## config.mk

```make
export PLATFORM = sky130hd
export DESIGN_NAME = wsf_framer
export DESIGN_NICKNAME = d
export VERILOG_FILES = /design/src/core/wsf_framer.v /design/src/core/wsf_scrambler.v
export VERILOG_INCLUDE_DIRS = /design/src /design/src/pkg
export SDC_FILE = /design/constraint.sdc
export NUM_CORES = 2
export LEC_CHECK = 0
export BUFFER_PORTS_ARGS = -buffer_cell sky130_fd_sc_hd__buf_2
export CORE_MARGIN = 4
export CORE_UTILIZATION = 46
export CTS_CLUSTER_SIZE = 20
export DETAILED_ROUTE_END_ITERATION = 10
export GPL_TIMING_DRIVEN = 0
export PLACE_DENSITY_LB_ADDON = 0.3
export REMOVE_ABC_BUFFERS = 1
export SLEW_MARGIN = 20
export SYNTH_ARGS = -nofsm -noshare
export SYNTH_HDL_FRONTEND = slang
export SYNTH_SLANG_ARGS = --single-unit
```

## constraint.sdc

```tcl
create_clock -name hclk -period 8.7 [get_ports hclk]
set_input_delay 0.435 -clock hclk [delete_from_list [all_inputs] [get_ports hclk]]
set_output_delay 0.435 -clock hclk [all_outputs]
set_load 0.01 [all_outputs]
```

## src/pkg/wsf_defs.vh

```
// Behaviour
// - Sublayer runs only while software sets the enable bit; otherwise bypassed.
// - A read-only status bit shows whether the sublayer is active.
// - One enable bit switches transmit and receive paths together.
// - Transmit maps PCS bytes into the envelope, scrambles, drives PMA.
// - Transmit generates section, line and path overhead octets every frame.
// - Receive finds octet and frame boundaries, then descrambles the frame.
// - Receive checks overhead, flags loss of frame and parity errors.
// - Receive reads the pointer field into a register; payload is taken at fixed columns, not located by the pointer.
// - Receive extracts payload bytes and hands them to the PCS.
// - Framing octets come from a register (F6/28) or the overhead port.
// - Trace of 1, 16 or 64 bytes sent from, captured into registers.
// - Growth (CC) and orderwire (00) octets from one register or port.
// - User channel and DCC octets from registers (00) or the port.
// - Register overhead values repeat every frame except a 16 or 64 byte trace; the port varies per frame.
// - All 192 first framing slots use A1 field, all second use A2.
`ifndef WSF_DEFS_VH
`define WSF_DEFS_VH

// Frame geometry
`define WSF_STS_N           16'd192
`define WSF_ROW_LEN         16'd17280
`define WSF_LAST_ROW        4'd8
`define WSF_B1_LATCH_FRAMES 16'd8000
`define WSF_LOCK_EXIT       3'd4
`define WSF_OH_BITS         7'd72

// Register byte offsets
`define WSF_REG_CTRL        8'h00
`define WSF_REG_STATUS      8'h04
`define WSF_REG_FRAMING     8'h08
`define WSF_REG_GROWTH      8'h0c
`define WSF_REG_USERDCC     8'h10
`define WSF_REG_DCCTAIL     8'h14
`define WSF_REG_B1CNT       8'h18
`define WSF_REG_INT_STAT    8'h1c
`define WSF_REG_INT_MASK    8'h20
`define WSF_REG_POINTER     8'h24
`define WSF_TRACE_TX_PAGE   2'b01
`define WSF_TRACE_RX_PAGE   2'b10

// Control and interrupt fields
`define WSF_CTRL_EN         0
`define WSF_CTRL_TXLEN      2:1
`define WSF_CTRL_RXLEN      4:3
`define WSF_INT_LOF         0
`define WSF_INT_B1          1
`define WSF_INT_PTR         2

// Reset values of overhead octets
`define WSF_RST_A1          8'hf6
`define WSF_RST_A2          8'h28
`define WSF_RST_Z0          8'hcc
`define WSF_RST_E1          8'h00
`define WSF_RST_F1          8'h00
`define WSF_RST_DCC         8'h00

// Fixed pointer and path overhead
`define WSF_H1              8'h60
`define WSF_H2              8'h00
`define WSF_H1_CONCAT       8'h93
`define WSF_H2_CONCAT       8'hff
`define WSF_C2              8'h1a

`endif
```

## src/core/wsf_framer.v

```verilog
`timescale 1ns/1ns
`include "wsf_defs.vh"
module wsf_framer
#(
  parameter [15:0] STS_N           = `WSF_STS_N,
  parameter [15:0] ROW_LEN         = `WSF_ROW_LEN,
  parameter [15:0] B1_LATCH_FRAMES = `WSF_B1_LATCH_FRAMES
)
(
  input  wire        hclk,
  input  wire        hresetn,
  input  wire        hsel,
  input  wire [31:0] haddr,
  input  wire [1:0]  htrans,
  input  wire        hwrite,
  input  wire [2:0]  hsize,
  input  wire [31:0] hwdata,
  input  wire        hready,
  output wire        hreadyout,
  output wire        hresp,
  output reg  [31:0] hrdata,
  output wire        irq,
  input  wire [7:0]  tx_pcs_data,
  output wire        tx_pcs_ready,
  output reg  [7:0]  tx_pma_data,
  input  wire [7:0]  rx_pma_data,
  output reg  [7:0]  rx_pcs_data,
  output reg         rx_pcs_valid,
  input  wire        tx_overhead_serial_port_sel,
  input  wire        tx_overhead_serial_port_data,
  output reg         tx_overhead_serial_port_frame,
  output wire        rx_overhead_serial_port_data,
  output reg         rx_overhead_serial_port_frame
);

  localparam [15:0] C_A2  = STS_N;
  localparam [15:0] C_J0  = STS_N + STS_N;
  localparam [15:0] C_POH = STS_N + STS_N + STS_N;

  function [19:0] pos_next;
    input [3:0]  r;
    input [15:0] c;
    begin
      if (c == ROW_LEN - 16'd1)
        pos_next = {((r == `WSF_LAST_ROW) ? 4'd0 : r + 4'd1), 16'd0};
      else
        pos_next = {r, c + 16'd1};
    end
  endfunction

  function [6:0] trace_len;
    input [1:0] code;
    begin
      case (code)
        2'd0:    trace_len = 7'd1;
        2'd1:    trace_len = 7'd16;
        default: trace_len = 7'd64;
      endcase
    end
  endfunction

  function [7:0] byte_at;
    input [23:0] w;
    input [4:0]  sh;
    reg   [23:0] t;
    begin
      t = w >> sh;
      byte_at = t[7:0];
    end
  endfunction

  function [3:0] popcount;
    input [7:0] b;
    integer     i;
    begin
      popcount = 4'd0;
      for (i = 0; i < 8; i = i + 1)
        popcount = popcount + {3'd0, b[i]};
    end
  endfunction

  ////////////////////////////////////////////////////////////////////////////
  // Register file
  reg  [4:0]  ctrl;
  reg  [15:0] framing_octets_tx_reg;
  reg  [15:0] growth_orderwire_tx_reg;
  reg  [15:0] user_channel_dcc_tx_reg;
  reg  [15:0] dcc_tail_tx_reg;
  reg  [2:0]  int_stat;
  reg  [2:0]  int_mask;
  reg  [15:0] section_parity_error_count;
  reg  [7:0]  tx_trace [0:63];
  reg  [7:0]  rx_trace [0:63];
  reg         dp_wr;
  reg  [7:0]  dp_addr;
  reg  [31:0] rd_val;
  wire        en = ctrl[`WSF_CTRL_EN];
  wire        ap_ok = hsel & htrans[1] & hready;
  wire [2:0]  int_set;
  reg  [9:0]  rx_pointer;
  reg         locked;

  assign hreadyout = 1'b1;
  assign hresp     = 1'b0;
  assign irq       = |(int_stat & int_mask);

  always @*
  begin
    rd_val = 32'h0000_0000;
    if (haddr[31:8] == 24'h000000)
    begin
      if (haddr[7:6] == `WSF_TRACE_TX_PAGE)
        rd_val = {tx_trace[{haddr[5:2], 2'd3}], tx_trace[{haddr[5:2], 2'd2}],
                  tx_trace[{haddr[5:2], 2'd1}], tx_trace[{haddr[5:2], 2'd0}]};
      else if (haddr[7:6] == `WSF_TRACE_RX_PAGE)
        rd_val = {rx_trace[{haddr[5:2], 2'd3}], rx_trace[{haddr[5:2], 2'd2}],
                  rx_trace[{haddr[5:2], 2'd1}], rx_trace[{haddr[5:2], 2'd0}]};
      else
        case (haddr[7:0])
          `WSF_REG_CTRL:     rd_val = {27'd0, ctrl};
          `WSF_REG_STATUS:   rd_val = {30'd0, locked, en};
          `WSF_REG_FRAMING:  rd_val = {16'd0, framing_octets_tx_reg};
          `WSF_REG_GROWTH:   rd_val = {16'd0, growth_orderwire_tx_reg};
          `WSF_REG_USERDCC:  rd_val = {16'd0, user_channel_dcc_tx_reg};
          `WSF_REG_DCCTAIL:  rd_val = {16'd0, dcc_tail_tx_reg};
          `WSF_REG_B1CNT:    rd_val = {16'd0, section_parity_error_count};
          `WSF_REG_INT_STAT: rd_val = {29'd0, int_stat};
          `WSF_REG_INT_MASK: rd_val = {29'd0, int_mask};
          `WSF_REG_POINTER:  rd_val = {22'd0, rx_pointer};
          default:           rd_val = 32'h0000_0000;
        endcase
    end
  end

  always @(posedge hclk or negedge hresetn)
  begin
    if (!hresetn)
    begin
      dp_wr                   <= 1'b0;
      dp_addr                 <= 8'h00;
      hrdata                  <= 32'h0000_0000;
      ctrl                    <= 5'd0;
      framing_octets_tx_reg   <= {`WSF_RST_A1, `WSF_RST_A2};
      growth_orderwire_tx_reg <= {`WSF_RST_Z0, `WSF_RST_E1};
      user_channel_dcc_tx_reg <= {`WSF_RST_F1, `WSF_RST_DCC};
      dcc_tail_tx_reg         <= {`WSF_RST_DCC, `WSF_RST_DCC};
      int_mask                <= 3'd0;
      int_stat                <= 3'd0;
    end
    else
    begin
      dp_wr   <= ap_ok & hwrite & (haddr[31:8] == 24'h000000);
      dp_addr <= haddr[7:0];
      if (ap_ok & ~hwrite)
        hrdata <= rd_val;
      // New events win over a simultaneous write-one-to-clear
      if (dp_wr && dp_addr == `WSF_REG_INT_STAT)
        int_stat <= (int_stat & ~hwdata[2:0]) | int_set;
      else
        int_stat <= int_stat | int_set;
      if (dp_wr)
        case (dp_addr)
          `WSF_REG_CTRL:     ctrl <= hwdata[4:0];
          `WSF_REG_FRAMING:  framing_octets_tx_reg <= hwdata[15:0];
          `WSF_REG_GROWTH:   growth_orderwire_tx_reg <= hwdata[15:0];
          `WSF_REG_USERDCC:  user_channel_dcc_tx_reg <= hwdata[15:0];
          `WSF_REG_DCCTAIL:  dcc_tail_tx_reg <= hwdata[15:0];
          `WSF_REG_INT_MASK: int_mask <= hwdata[2:0];
          default:           ;
        endcase
    end
  end

  // Transmit trace memory has no reset; software loads it before enabling
  always @(posedge hclk)
  begin
    if (dp_wr && dp_addr[7:6] == `WSF_TRACE_TX_PAGE)
    begin
      tx_trace[{dp_addr[5:2], 2'd0}] <= hwdata[7:0];
      tx_trace[{dp_addr[5:2], 2'd1}] <= hwdata[15:8];
      tx_trace[{dp_addr[5:2], 2'd2}] <= hwdata[23:16];
      tx_trace[{dp_addr[5:2], 2'd3}] <= hwdata[31:24];
    end
  end

  ////////////////////////////////////////////////////////////////////////////
  // Transmit
  reg  [3:0]  t_row;
  reg  [15:0] t_col;
  reg  [71:0] port_sr;
  reg  [6:0]  port_cnt;
  reg  [71:0] sh;
  reg  [5:0]  tx_tidx;
  reg  [7:0]  tx_b1_acc;
  reg  [7:0]  tx_b1_prev;
  reg  [7:0]  b3_acc;
  reg  [7:0]  b3_prev;
  reg  [7:0]  tx_raw;
  reg         pay_tx;
  reg  [3:0]  poh_i;
  wire [7:0]  tx_scr;
  wire        tx_last = (t_row == `WSF_LAST_ROW) && (t_col == ROW_LEN - 16'd1);
  wire [6:0]  tx_len = trace_len(ctrl[`WSF_CTRL_TXLEN]);
  wire [19:0] t_next = pos_next(t_row, t_col);

  assign tx_pcs_ready = en ? pay_tx : 1'b1;

  // Overhead and payload multiplexer for the current slot
  always @*
  begin
    tx_raw = 8'h00;
    pay_tx = 1'b0;
    poh_i  = (t_row >= 4'd3) ? t_row - 4'd3 : t_row + 4'd6;
    if (t_col < C_POH)
      case (t_row)
        4'd0:
          if (t_col < C_A2)
            tx_raw = sh[71:64];
          else if (t_col < C_J0)
            tx_raw = sh[63:56];
          else if (t_col == C_J0)
            tx_raw = tx_trace[tx_tidx];
          else
            tx_raw = sh[55:48];
        4'd1:
          if (t_col == 16'd0)
            tx_raw = tx_b1_prev ^ sh[7:0];
          else if (t_col == C_A2)
            tx_raw = sh[47:40];
          else if (t_col == C_J0)
            tx_raw = sh[39:32];
        4'd2:
          if (t_col == 16'd0)
            tx_raw = sh[31:24];
          else if (t_col == C_A2)
            tx_raw = sh[23:16];
          else if (t_col == C_J0)
            tx_raw = sh[15:8];
        4'd3:
          if (t_col == 16'd0)
            tx_raw = `WSF_H1;
          else if (t_col < C_A2)
            tx_raw = `WSF_H1_CONCAT;
          else if (t_col == C_A2)
            tx_raw = `WSF_H2;
          else if (t_col < C_J0)
            tx_raw = `WSF_H2_CONCAT;
        default: ;
      endcase
    else if (t_col == C_POH)
      case (poh_i)
        4'd1:    tx_raw = b3_prev;
        4'd2:    tx_raw = `WSF_C2;
        default: tx_raw = 8'h00;
      endcase
    else
    begin
      pay_tx = 1'b1;
      tx_raw = tx_pcs_data;
    end
  end

  wsf_scrambler u_tx_scr
  (
    .hclk    (hclk),
    .hresetn (hresetn),
    .hold    (~en | ((t_row == 4'd0) & (t_col < C_POH))),
    .din     (tx_raw),
    .dout    (tx_scr)
  );

  always @(posedge hclk or negedge hresetn)
  begin
    if (!hresetn)
    begin
      t_row <= 4'd0;
      t_col <= 16'd0;
      sh <= {`WSF_RST_A1, `WSF_RST_A2, `WSF_RST_Z0, `WSF_RST_E1, `WSF_RST_F1,
             `WSF_RST_DCC, `WSF_RST_DCC, `WSF_RST_DCC, 8'h00};
      port_sr <= 72'd0;
      port_cnt <= `WSF_OH_BITS;
      tx_tidx <= 6'd0;
      tx_b1_acc <= 8'h00;
      tx_b1_prev <= 8'h00;
      b3_acc <= 8'h00;
      b3_prev <= 8'h00;
      tx_pma_data <= 8'h00;
      tx_overhead_serial_port_frame <= 1'b0;
    end
    else
    begin
      tx_pma_data <= en ? tx_scr : tx_pcs_data;
      t_row <= en ? t_next[19:16] : 4'd0;
      t_col <= en ? t_next[15:0] : 16'd0;
      tx_overhead_serial_port_frame <= en & tx_last;
      if (port_cnt != `WSF_OH_BITS)
      begin
        port_sr <= {port_sr[70:0], tx_overhead_serial_port_data};
        port_cnt <= port_cnt + 7'd1;
      end
      if (!en || tx_last)
      begin
        // Static per frame unless the port supplies fresh values
        sh <= tx_overhead_serial_port_sel ? port_sr
            : {framing_octets_tx_reg, growth_orderwire_tx_reg,
               user_channel_dcc_tx_reg, dcc_tail_tx_reg, 8'h00};
        port_cnt <= 7'd0;
        tx_b1_prev <= tx_b1_acc ^ tx_scr;
        tx_b1_acc <= 8'h00;
      end
      else
        tx_b1_acc <= tx_b1_acc ^ tx_scr;
      if (t_row == 4'd0 && t_col == C_J0)
        tx_tidx <= ({1'b0, tx_tidx} >= tx_len - 7'd1) ? 6'd0 : tx_tidx + 6'd1;
      if (t_row == 4'd3 && t_col == C_POH)
      begin
        b3_prev <= b3_acc;
        b3_acc <= tx_raw;
      end
      else if (t_col >= C_POH)
        b3_acc <= b3_acc ^ tx_raw;
    end
  end

  ////////////////////////////////////////////////////////////////////////////
  // Receive
  reg  [7:0]  rx_d1;
  reg  [7:0]  rx_d2;
  reg  [2:0]  off;
  reg  [2:0]  miss;
  reg  [3:0]  r_row;
  reg  [15:0] r_col;
  reg         hunt_hit;
  reg  [2:0]  hunt_off;
  reg  [3:0]  k;
  reg  [7:0]  rx_b1_acc;
  reg  [7:0]  rx_b1_prev;
  reg  [7:0]  b1_err;
  reg  [15:0] b1_run;
  reg  [15:0] frm_cnt;
  reg  [7:0]  rx_h1;
  reg  [63:0] cap;
  reg  [71:0] rx_sr;
  reg  [5:0]  rx_tidx;
  integer     j;
  reg         ev_lof;
  reg         ev_b1;
  reg         ev_ptr;
  wire [23:0] w24 = {rx_d2, rx_d1, rx_pma_data};
  wire [7:0]  ab_cur = byte_at(w24, 5'd8 - {2'd0, off});
  wire [7:0]  ab_prev = byte_at(w24, 5'd16 - {2'd0, off});
  wire [7:0]  rx_desc;
  wire [19:0] r_next = pos_next(r_row, r_col);
  wire        r_last = (r_row == `WSF_LAST_ROW) && (r_col == ROW_LEN - 16'd1);
  wire [6:0]  rx_len = trace_len(ctrl[`WSF_CTRL_RXLEN]);

  assign int_set = {ev_ptr, ev_b1, ev_lof};
  assign rx_overhead_serial_port_data = rx_sr[71];

  // Search all eight bit offsets for the last A1 / first A2 pair
  always @*
  begin
    hunt_hit = 1'b0;
    hunt_off = 3'd0;
    for (k = 4'd7; k != 4'hf; k = k - 4'd1)
      if (byte_at(w24, 5'd16 - {1'b0, k}) == `WSF_RST_A1 &&
          byte_at(w24, 5'd8 - {1'b0, k}) == `WSF_RST_A2)
      begin
        hunt_hit = 1'b1;
        hunt_off = k[2:0];
      end
  end

  wsf_scrambler u_rx_scr
  (
    .hclk    (hclk),
    .hresetn (hresetn),
    .hold    (~locked | ((r_row == 4'd0) & (r_col < C_POH))),
    .din     (ab_cur),
    .dout    (rx_desc)
  );

  always @(posedge hclk or negedge hresetn)
  begin
    if (!hresetn)
    begin
      {rx_d1, rx_d2, off, miss, r_row, r_col} <= 42'd0;
      locked <= 1'b0;
      {rx_b1_acc, rx_b1_prev, b1_err, rx_h1} <= 32'd0;
      {b1_run, frm_cnt, section_parity_error_count} <= 48'd0;
      rx_pointer <= 10'd0;
      cap <= 64'd0;
      rx_sr <= 72'd0;
      rx_tidx <= 6'd0;
      // Cleared so bytes beyond a short trace read as zero, not unknown
      for (j = 0; j < 64; j = j + 1)
        rx_trace[j] <= 8'h00;
      {ev_lof, ev_b1, ev_ptr} <= 3'd0;
      rx_pcs_data <= 8'h00;
      rx_pcs_valid <= 1'b0;
      rx_overhead_serial_port_frame <= 1'b0;
    end
    else
    begin
      rx_d1 <= rx_pma_data;
      rx_d2 <= rx_d1;
      {ev_lof, ev_b1, ev_ptr} <= 3'd0;
      rx_pcs_data <= en ? rx_desc : rx_pma_data;
      rx_pcs_valid <= en ? (locked && r_col > C_POH) : 1'b1;
      rx_overhead_serial_port_frame <= locked & r_last;
      rx_sr <= (locked & r_last) ? {cap, b1_err} : {rx_sr[70:0], 1'b0};
      if (!en)
      begin
        locked <= 1'b0;
        miss <= 3'd0;
      end
      else if (!locked)
      begin
        if (hunt_hit)
        begin
          locked <= 1'b1;
          off <= hunt_off;
          r_row <= 4'd0;
          r_col <= C_A2 + 16'd1;
          miss <= 3'd0;
        end
      end
      else
      begin
        r_row <= r_next[19:16];
        r_col <= r_next[15:0];
        if (r_row == 4'd0 && r_col == C_A2)
        begin
          if (ab_prev == `WSF_RST_A1 && ab_cur == `WSF_RST_A2)
            miss <= 3'd0;
          else if (miss == `WSF_LOCK_EXIT - 3'd1)
          begin
            locked <= 1'b0;
            ev_lof <= 1'b1;
          end
          else
            miss <= miss + 3'd1;
        end
        // Parity runs over the scrambled stream as received
        if (r_last)
        begin
          rx_b1_prev <= rx_b1_acc ^ ab_cur;
          rx_b1_acc <= 8'h00;
          if (frm_cnt == B1_LATCH_FRAMES - 16'd1)
          begin
            section_parity_error_count <= b1_run;
            b1_run <= 16'd0;
            frm_cnt <= 16'd0;
          end
          else
            frm_cnt <= frm_cnt + 16'd1;
        end
        else
          rx_b1_acc <= rx_b1_acc ^ ab_cur;
        case (r_row)
          4'd0:
            if (r_col == 16'd0)
              cap[63:56] <= ab_cur;
            else if (r_col == C_A2)
              cap[55:48] <= ab_cur;
            else if (r_col == C_J0)
            begin
              rx_trace[rx_tidx] <= ab_cur;
              rx_tidx <= ({1'b0, rx_tidx} >= rx_len - 7'd1) ? 6'd0 : rx_tidx + 6'd1;
            end
            else if (r_col == C_J0 + 16'd1)
              cap[47:40] <= ab_cur;
          4'd1:
            if (r_col == 16'd0)
            begin
              b1_err <= rx_desc ^ rx_b1_prev;
              b1_run <= b1_run + {12'd0, popcount(rx_desc ^ rx_b1_prev)};
              ev_b1 <= |(rx_desc ^ rx_b1_prev);
            end
            else if (r_col == C_A2)
              cap[39:32] <= rx_desc;
            else if (r_col == C_J0)
              cap[31:24] <= rx_desc;
          4'd2:
            if (r_col == 16'd0)
              cap[23:16] <= rx_desc;
            else if (r_col == C_A2)
              cap[15:8] <= rx_desc;
            else if (r_col == C_J0)
              cap[7:0] <= rx_desc;
          4'd3:
            if (r_col == 16'd0)
              rx_h1 <= rx_desc;
            else if (r_col == C_A2)
            begin
              rx_pointer <= {rx_h1[1:0], rx_desc};
              ev_ptr <= (rx_pointer != {rx_h1[1:0], rx_desc});
            end
          default: ;
        endcase
      end
    end
  end

endmodule

```

## src/core/wsf_scrambler.v

```verilog
`timescale 1ns/1ns
module wsf_scrambler
(
  input  wire       hclk,
  input  wire       hresetn,
  input  wire       hold,
  input  wire [7:0] din,
  output wire [7:0] dout
);

  reg  [6:0]  state;
  wire [14:0] stp;

  // Frame-synchronous x^7+x^6+1, MSB of each byte first
  function [14:0] step;
    input [6:0] s;
    reg   [6:0] t;
    reg   [7:0] ks;
    integer     i;
    begin
      t = s;
      ks = 8'h00;
      for (i = 7; i >= 0; i = i - 1)
      begin
        ks[i] = t[6];
        t = {t[5:0], t[6] ^ t[5]};
      end
      step = {ks, t};
    end
  endfunction

  assign stp  = step(state);
  assign dout = hold ? din : (din ^ stp[14:7]);

  // Held at all ones so the first scrambled byte starts from the seed
  always @(posedge hclk or negedge hresetn)
  begin
    if (!hresetn)
      state <= 7'h7f;
    else if (hold)
      state <= 7'h7f;
    else
      state <= stp[6:0];
  end

endmodule

```

==> impl_metrics.ini <==
[status]
status = finished clean

[global_routing]
grt_max_degree = 140
gr-total-overflow = 0
antenna_found_initial = 10
grt_pass1_vias = 49400
track_usage_pct = 24.0
grt_pass1_wl_um = 312000

[pwr]
pwr-share-clk_pct = 46.5
power.density_mw_per_mm2 = 192
post-layout-total-power_w = 0.0166
peakVddDrop_mv = 0.153
internal-power_w = 0.0129
p_sw_share_pct = 22.3
combPwrFrac_pct = 4.6
seqPwrFrac_pct = 48.9
leakage_nw = 34.3
power.switching_w = 0.00369

[placed_design]
dp.cells = 7804
port_buffers = 141
hpwl_um = 139000
post-place-ws_ps = -18.6
post_dp_cell_area_mm2 = 0.0799
gp_congestion = 0.869

[timing]
tightest_slew_ps = 1170
fmax_mhz = 124
fin_crit_sh_pct = 92.9
relSlewSlack_pct = 22.2
rsz0062_at_grt = no
finClkSkew_ps = 36.1
hold_viol = 0
fin_ws_ps = 615
period_minus_slack_ps = 8090
maxSlewViolCount = 0
setup_viol = 0

[die]
num_io_pins = 148
core_mm2 = 0.163
die_h_um = 414
initial_utilization_pct = 46.4
die_x_um = 414
rows = 148
dieArea_mm2 = 0.171

[synth]
synth_area_per_cell_um2 = 13.1
syn_area_mm2 = 0.0758
synth.ff_latch_count = 1654
synthFlopType = dfrtp_1
synth_cells = 5784
async_flop_share_pct = 69.0
synth_cell_types = 101
yosysSeqAreaShare_pct = 58.0
synth-edff-count = 512
yosys_warnings = 0

[critical_path]
crit_family = adder cells
required_ps = 9380
startpoint_type = flop
critPathMaxFanout = 30
crit_slowest_cell = ha_2
crit_chain = inv_1 -> ha_2 -> mux4_1 -> mux2_2 -> a21oi_4 -> buf_16 -> xnor2_2 -> buf_6 -> xor2_1 -> fa_1 -> fa_1 -> fa_1 -> fa_1 -> fa_1 -> nor2b_1 -> o21ai_0 -> a21oi_1 -> and3_1 -> and4_1 -> and3_1 -> nand3_1 -> o41ai_1
cp-end-kind = flop
cp_common_cell = fa_1
arrival_ps = 8760
cp.buffers_inverters = 3
critical_path_class = reg2reg
max_stage_delay_ps = 750

[min_path]
min_path_type = in2reg

[layout]
fin_cells = 8168
final_common_cell = dfrtp_1
fin_area_mm2 = 0.0864
nNetsFinal = 5989
drive_above_1_share_pct = 23.7
fin_util_pct = 52.9
mostFrequentLayoutCells = dfrtp_1 (1095), nand2_1 (835), o21ai_0 (651), edfxtp_1 (512), mux4_2 (412)
area_growth_pct = 14.0

[route]
drt_first_pass_iters = 6
drt-vias-per-instance = 6.04
ant_nets = 0
wirelength_um = 205000
route.detailed.drc = 0
routedWlPerCell_um = 25.1
vias = 49300
drtIter0Drc = 5012

[clocking]
cts_tree = yes
cts_setup_buffers = 0
cts_root_buf = clkbuf_16
ctsHtreeMaxLevel = 4
cts_buffer_depth = 3
clk_latency_ps = 820
clock_sinks = 1654
cts_inserted_buffers = 172
clk_pin_slew_ps = 60

[flow_run]
drv_cap = 0
-- per-stage QoR --
stage                     TNS, ps  hold slack, ps
after global placement          -             415
after floorplan             -2470             139
after global routing            0            63.1
final                           0            87.4
after detailed placement    -30.7             419
after CTS                       0            25.0
-- power groups by stage --
| stage | logic, W | clock network [W] | registers, W |
|---|---|---|---|
| 3_3_place_gp | 0.000742 | 0 | 0.00827 |
| 6_report | 0.000765 | 0.00771 | 0.00812 |
| 3_5_place_dp | 0.000752 | 0 | 0.00826 |
| 5_1_grt | 0.000823 | 0.00817 | 0.00812 |
| 2_1_floorplan | 0.000286 | 0 | 0.00825 |
| 4_1_cts | 0.000771 | 0.00783 | 0.00811 |
-- area by class of cell --
cell class | count | area [um^2]
antenna | 2 | 5.00
clock buffer | 242 | 4920
clock inverter | 78 | 1050
fill | 13500 | 76900
inverter | 43 | 161
multi-input combinational | 3691 | 30400
sequential | 1654 | 44000
tap | 2175 | 2720
timing repair buffer | 283 | 3170
-- final timing paths --
check | startpoint | end | slack [ps] | cells after the start
min reg2reg | ev_b1$_DFF_PN0_ | int_stat[1]$_DFF_PN0_ | 440 | 1
max in group asynchronous | hresetn | rx_trace[330]$_DFFE_PN0P_ | 5760 | 6
min | hwdata[11] | tx_trace[17][3]$_DFFE_PP_ | 90 | 1
min in group asynchronous | hresetn | rx_d1[4]$_DFF_PN0_ | 180 | 2
max | off[0]$_DFFE_PN0P_ | b1_run[14]$_DFFE_PN0P_ | 610 | 22
max reg2reg | off[0]$_DFFE_PN0P_ | b1_run[14]$_DFFE_PN0P_ | 610 | 22
-- layer usage --
metal	global-route usage [%]	part of all wire, %
met1	32.1	40
met2	38.8	48
met3	4.03	6.8
met4	10.4	4.7
met5	0	0.017
-- synth_stat cells (all sizes together), types with 32 or more instances --
| cell | count | area, um^2 |
|---|---|---|
| dfrtp | 1102 | 27600 |
| nand2 | 837 | 3150 |
| o21ai | 661 | 3310 |
| edfxtp | 512 | 15400 |
| mux4 | 413 | 9310 |
| mux2 | 321 | 3620 |
| clkbuf | 300 | 1140 |
| nor2 | 249 | 950 |
| mux2i | 187 | 1870 |
| a21oi | 124 | 636 |
| buf | 95 | 604 |
| nand3 | 80 | 415 |
| xnor2 | 70 | 628 |
| a22oi | 64 | 480 |
| xor2 | 55 | 489 |
| nor3 | 50 | 272 |
| a22o | 49 | 432 |
| ha | 47 | 588 |
| inv | 41 | 154 |
| dfstp | 40 | 1050 |
| o22ai | 34 | 213 |
| nand4 | 32 | 200 |
-- cells by family (layout without fill, tap and decap cells) --
family / Yosys count / count (layout) / synth area share [%]
flops: 1654 / 1654 / 58.0
fa+ha+maj: 52 / 52 / 0.908
other cells: 2 / 4 / 0.00991
xor+xnor: 127 / 127 / 1.53
simple gates: 1462 / 1462 / 8.64
compound gates: 1127 / 1127 / 8.82
mux: 921 / 921 / 19.5
buf+inv: 439 / 646 / 2.53
-- timing repair --
item	4_1_cts	5_1_grt
resized for setup	1	5
hold buffers	42	0
hold endpoints to repair	401	0
setup endpoints to repair	3	6
-- worst reg2reg max path, cell delays in order, from the launching register on --
cell     delay, ps
dfrtp_4        690
inv_1          190
ha_2           750
mux4_1         460
mux2_2         360
a21oi_4        510
buf_16         230
xnor2_2        210
buf_6          220
xor2_1         310
fa_1           500
fa_1           510
fa_1           450
fa_1           490
fa_1           470
nor2b_1        120
o21ai_0        110
a21oi_1        260
and3_1         230
and4_1         230
and3_1         240
nand3_1         90
o41ai_1        310
(Power assumes the default switching activity.)
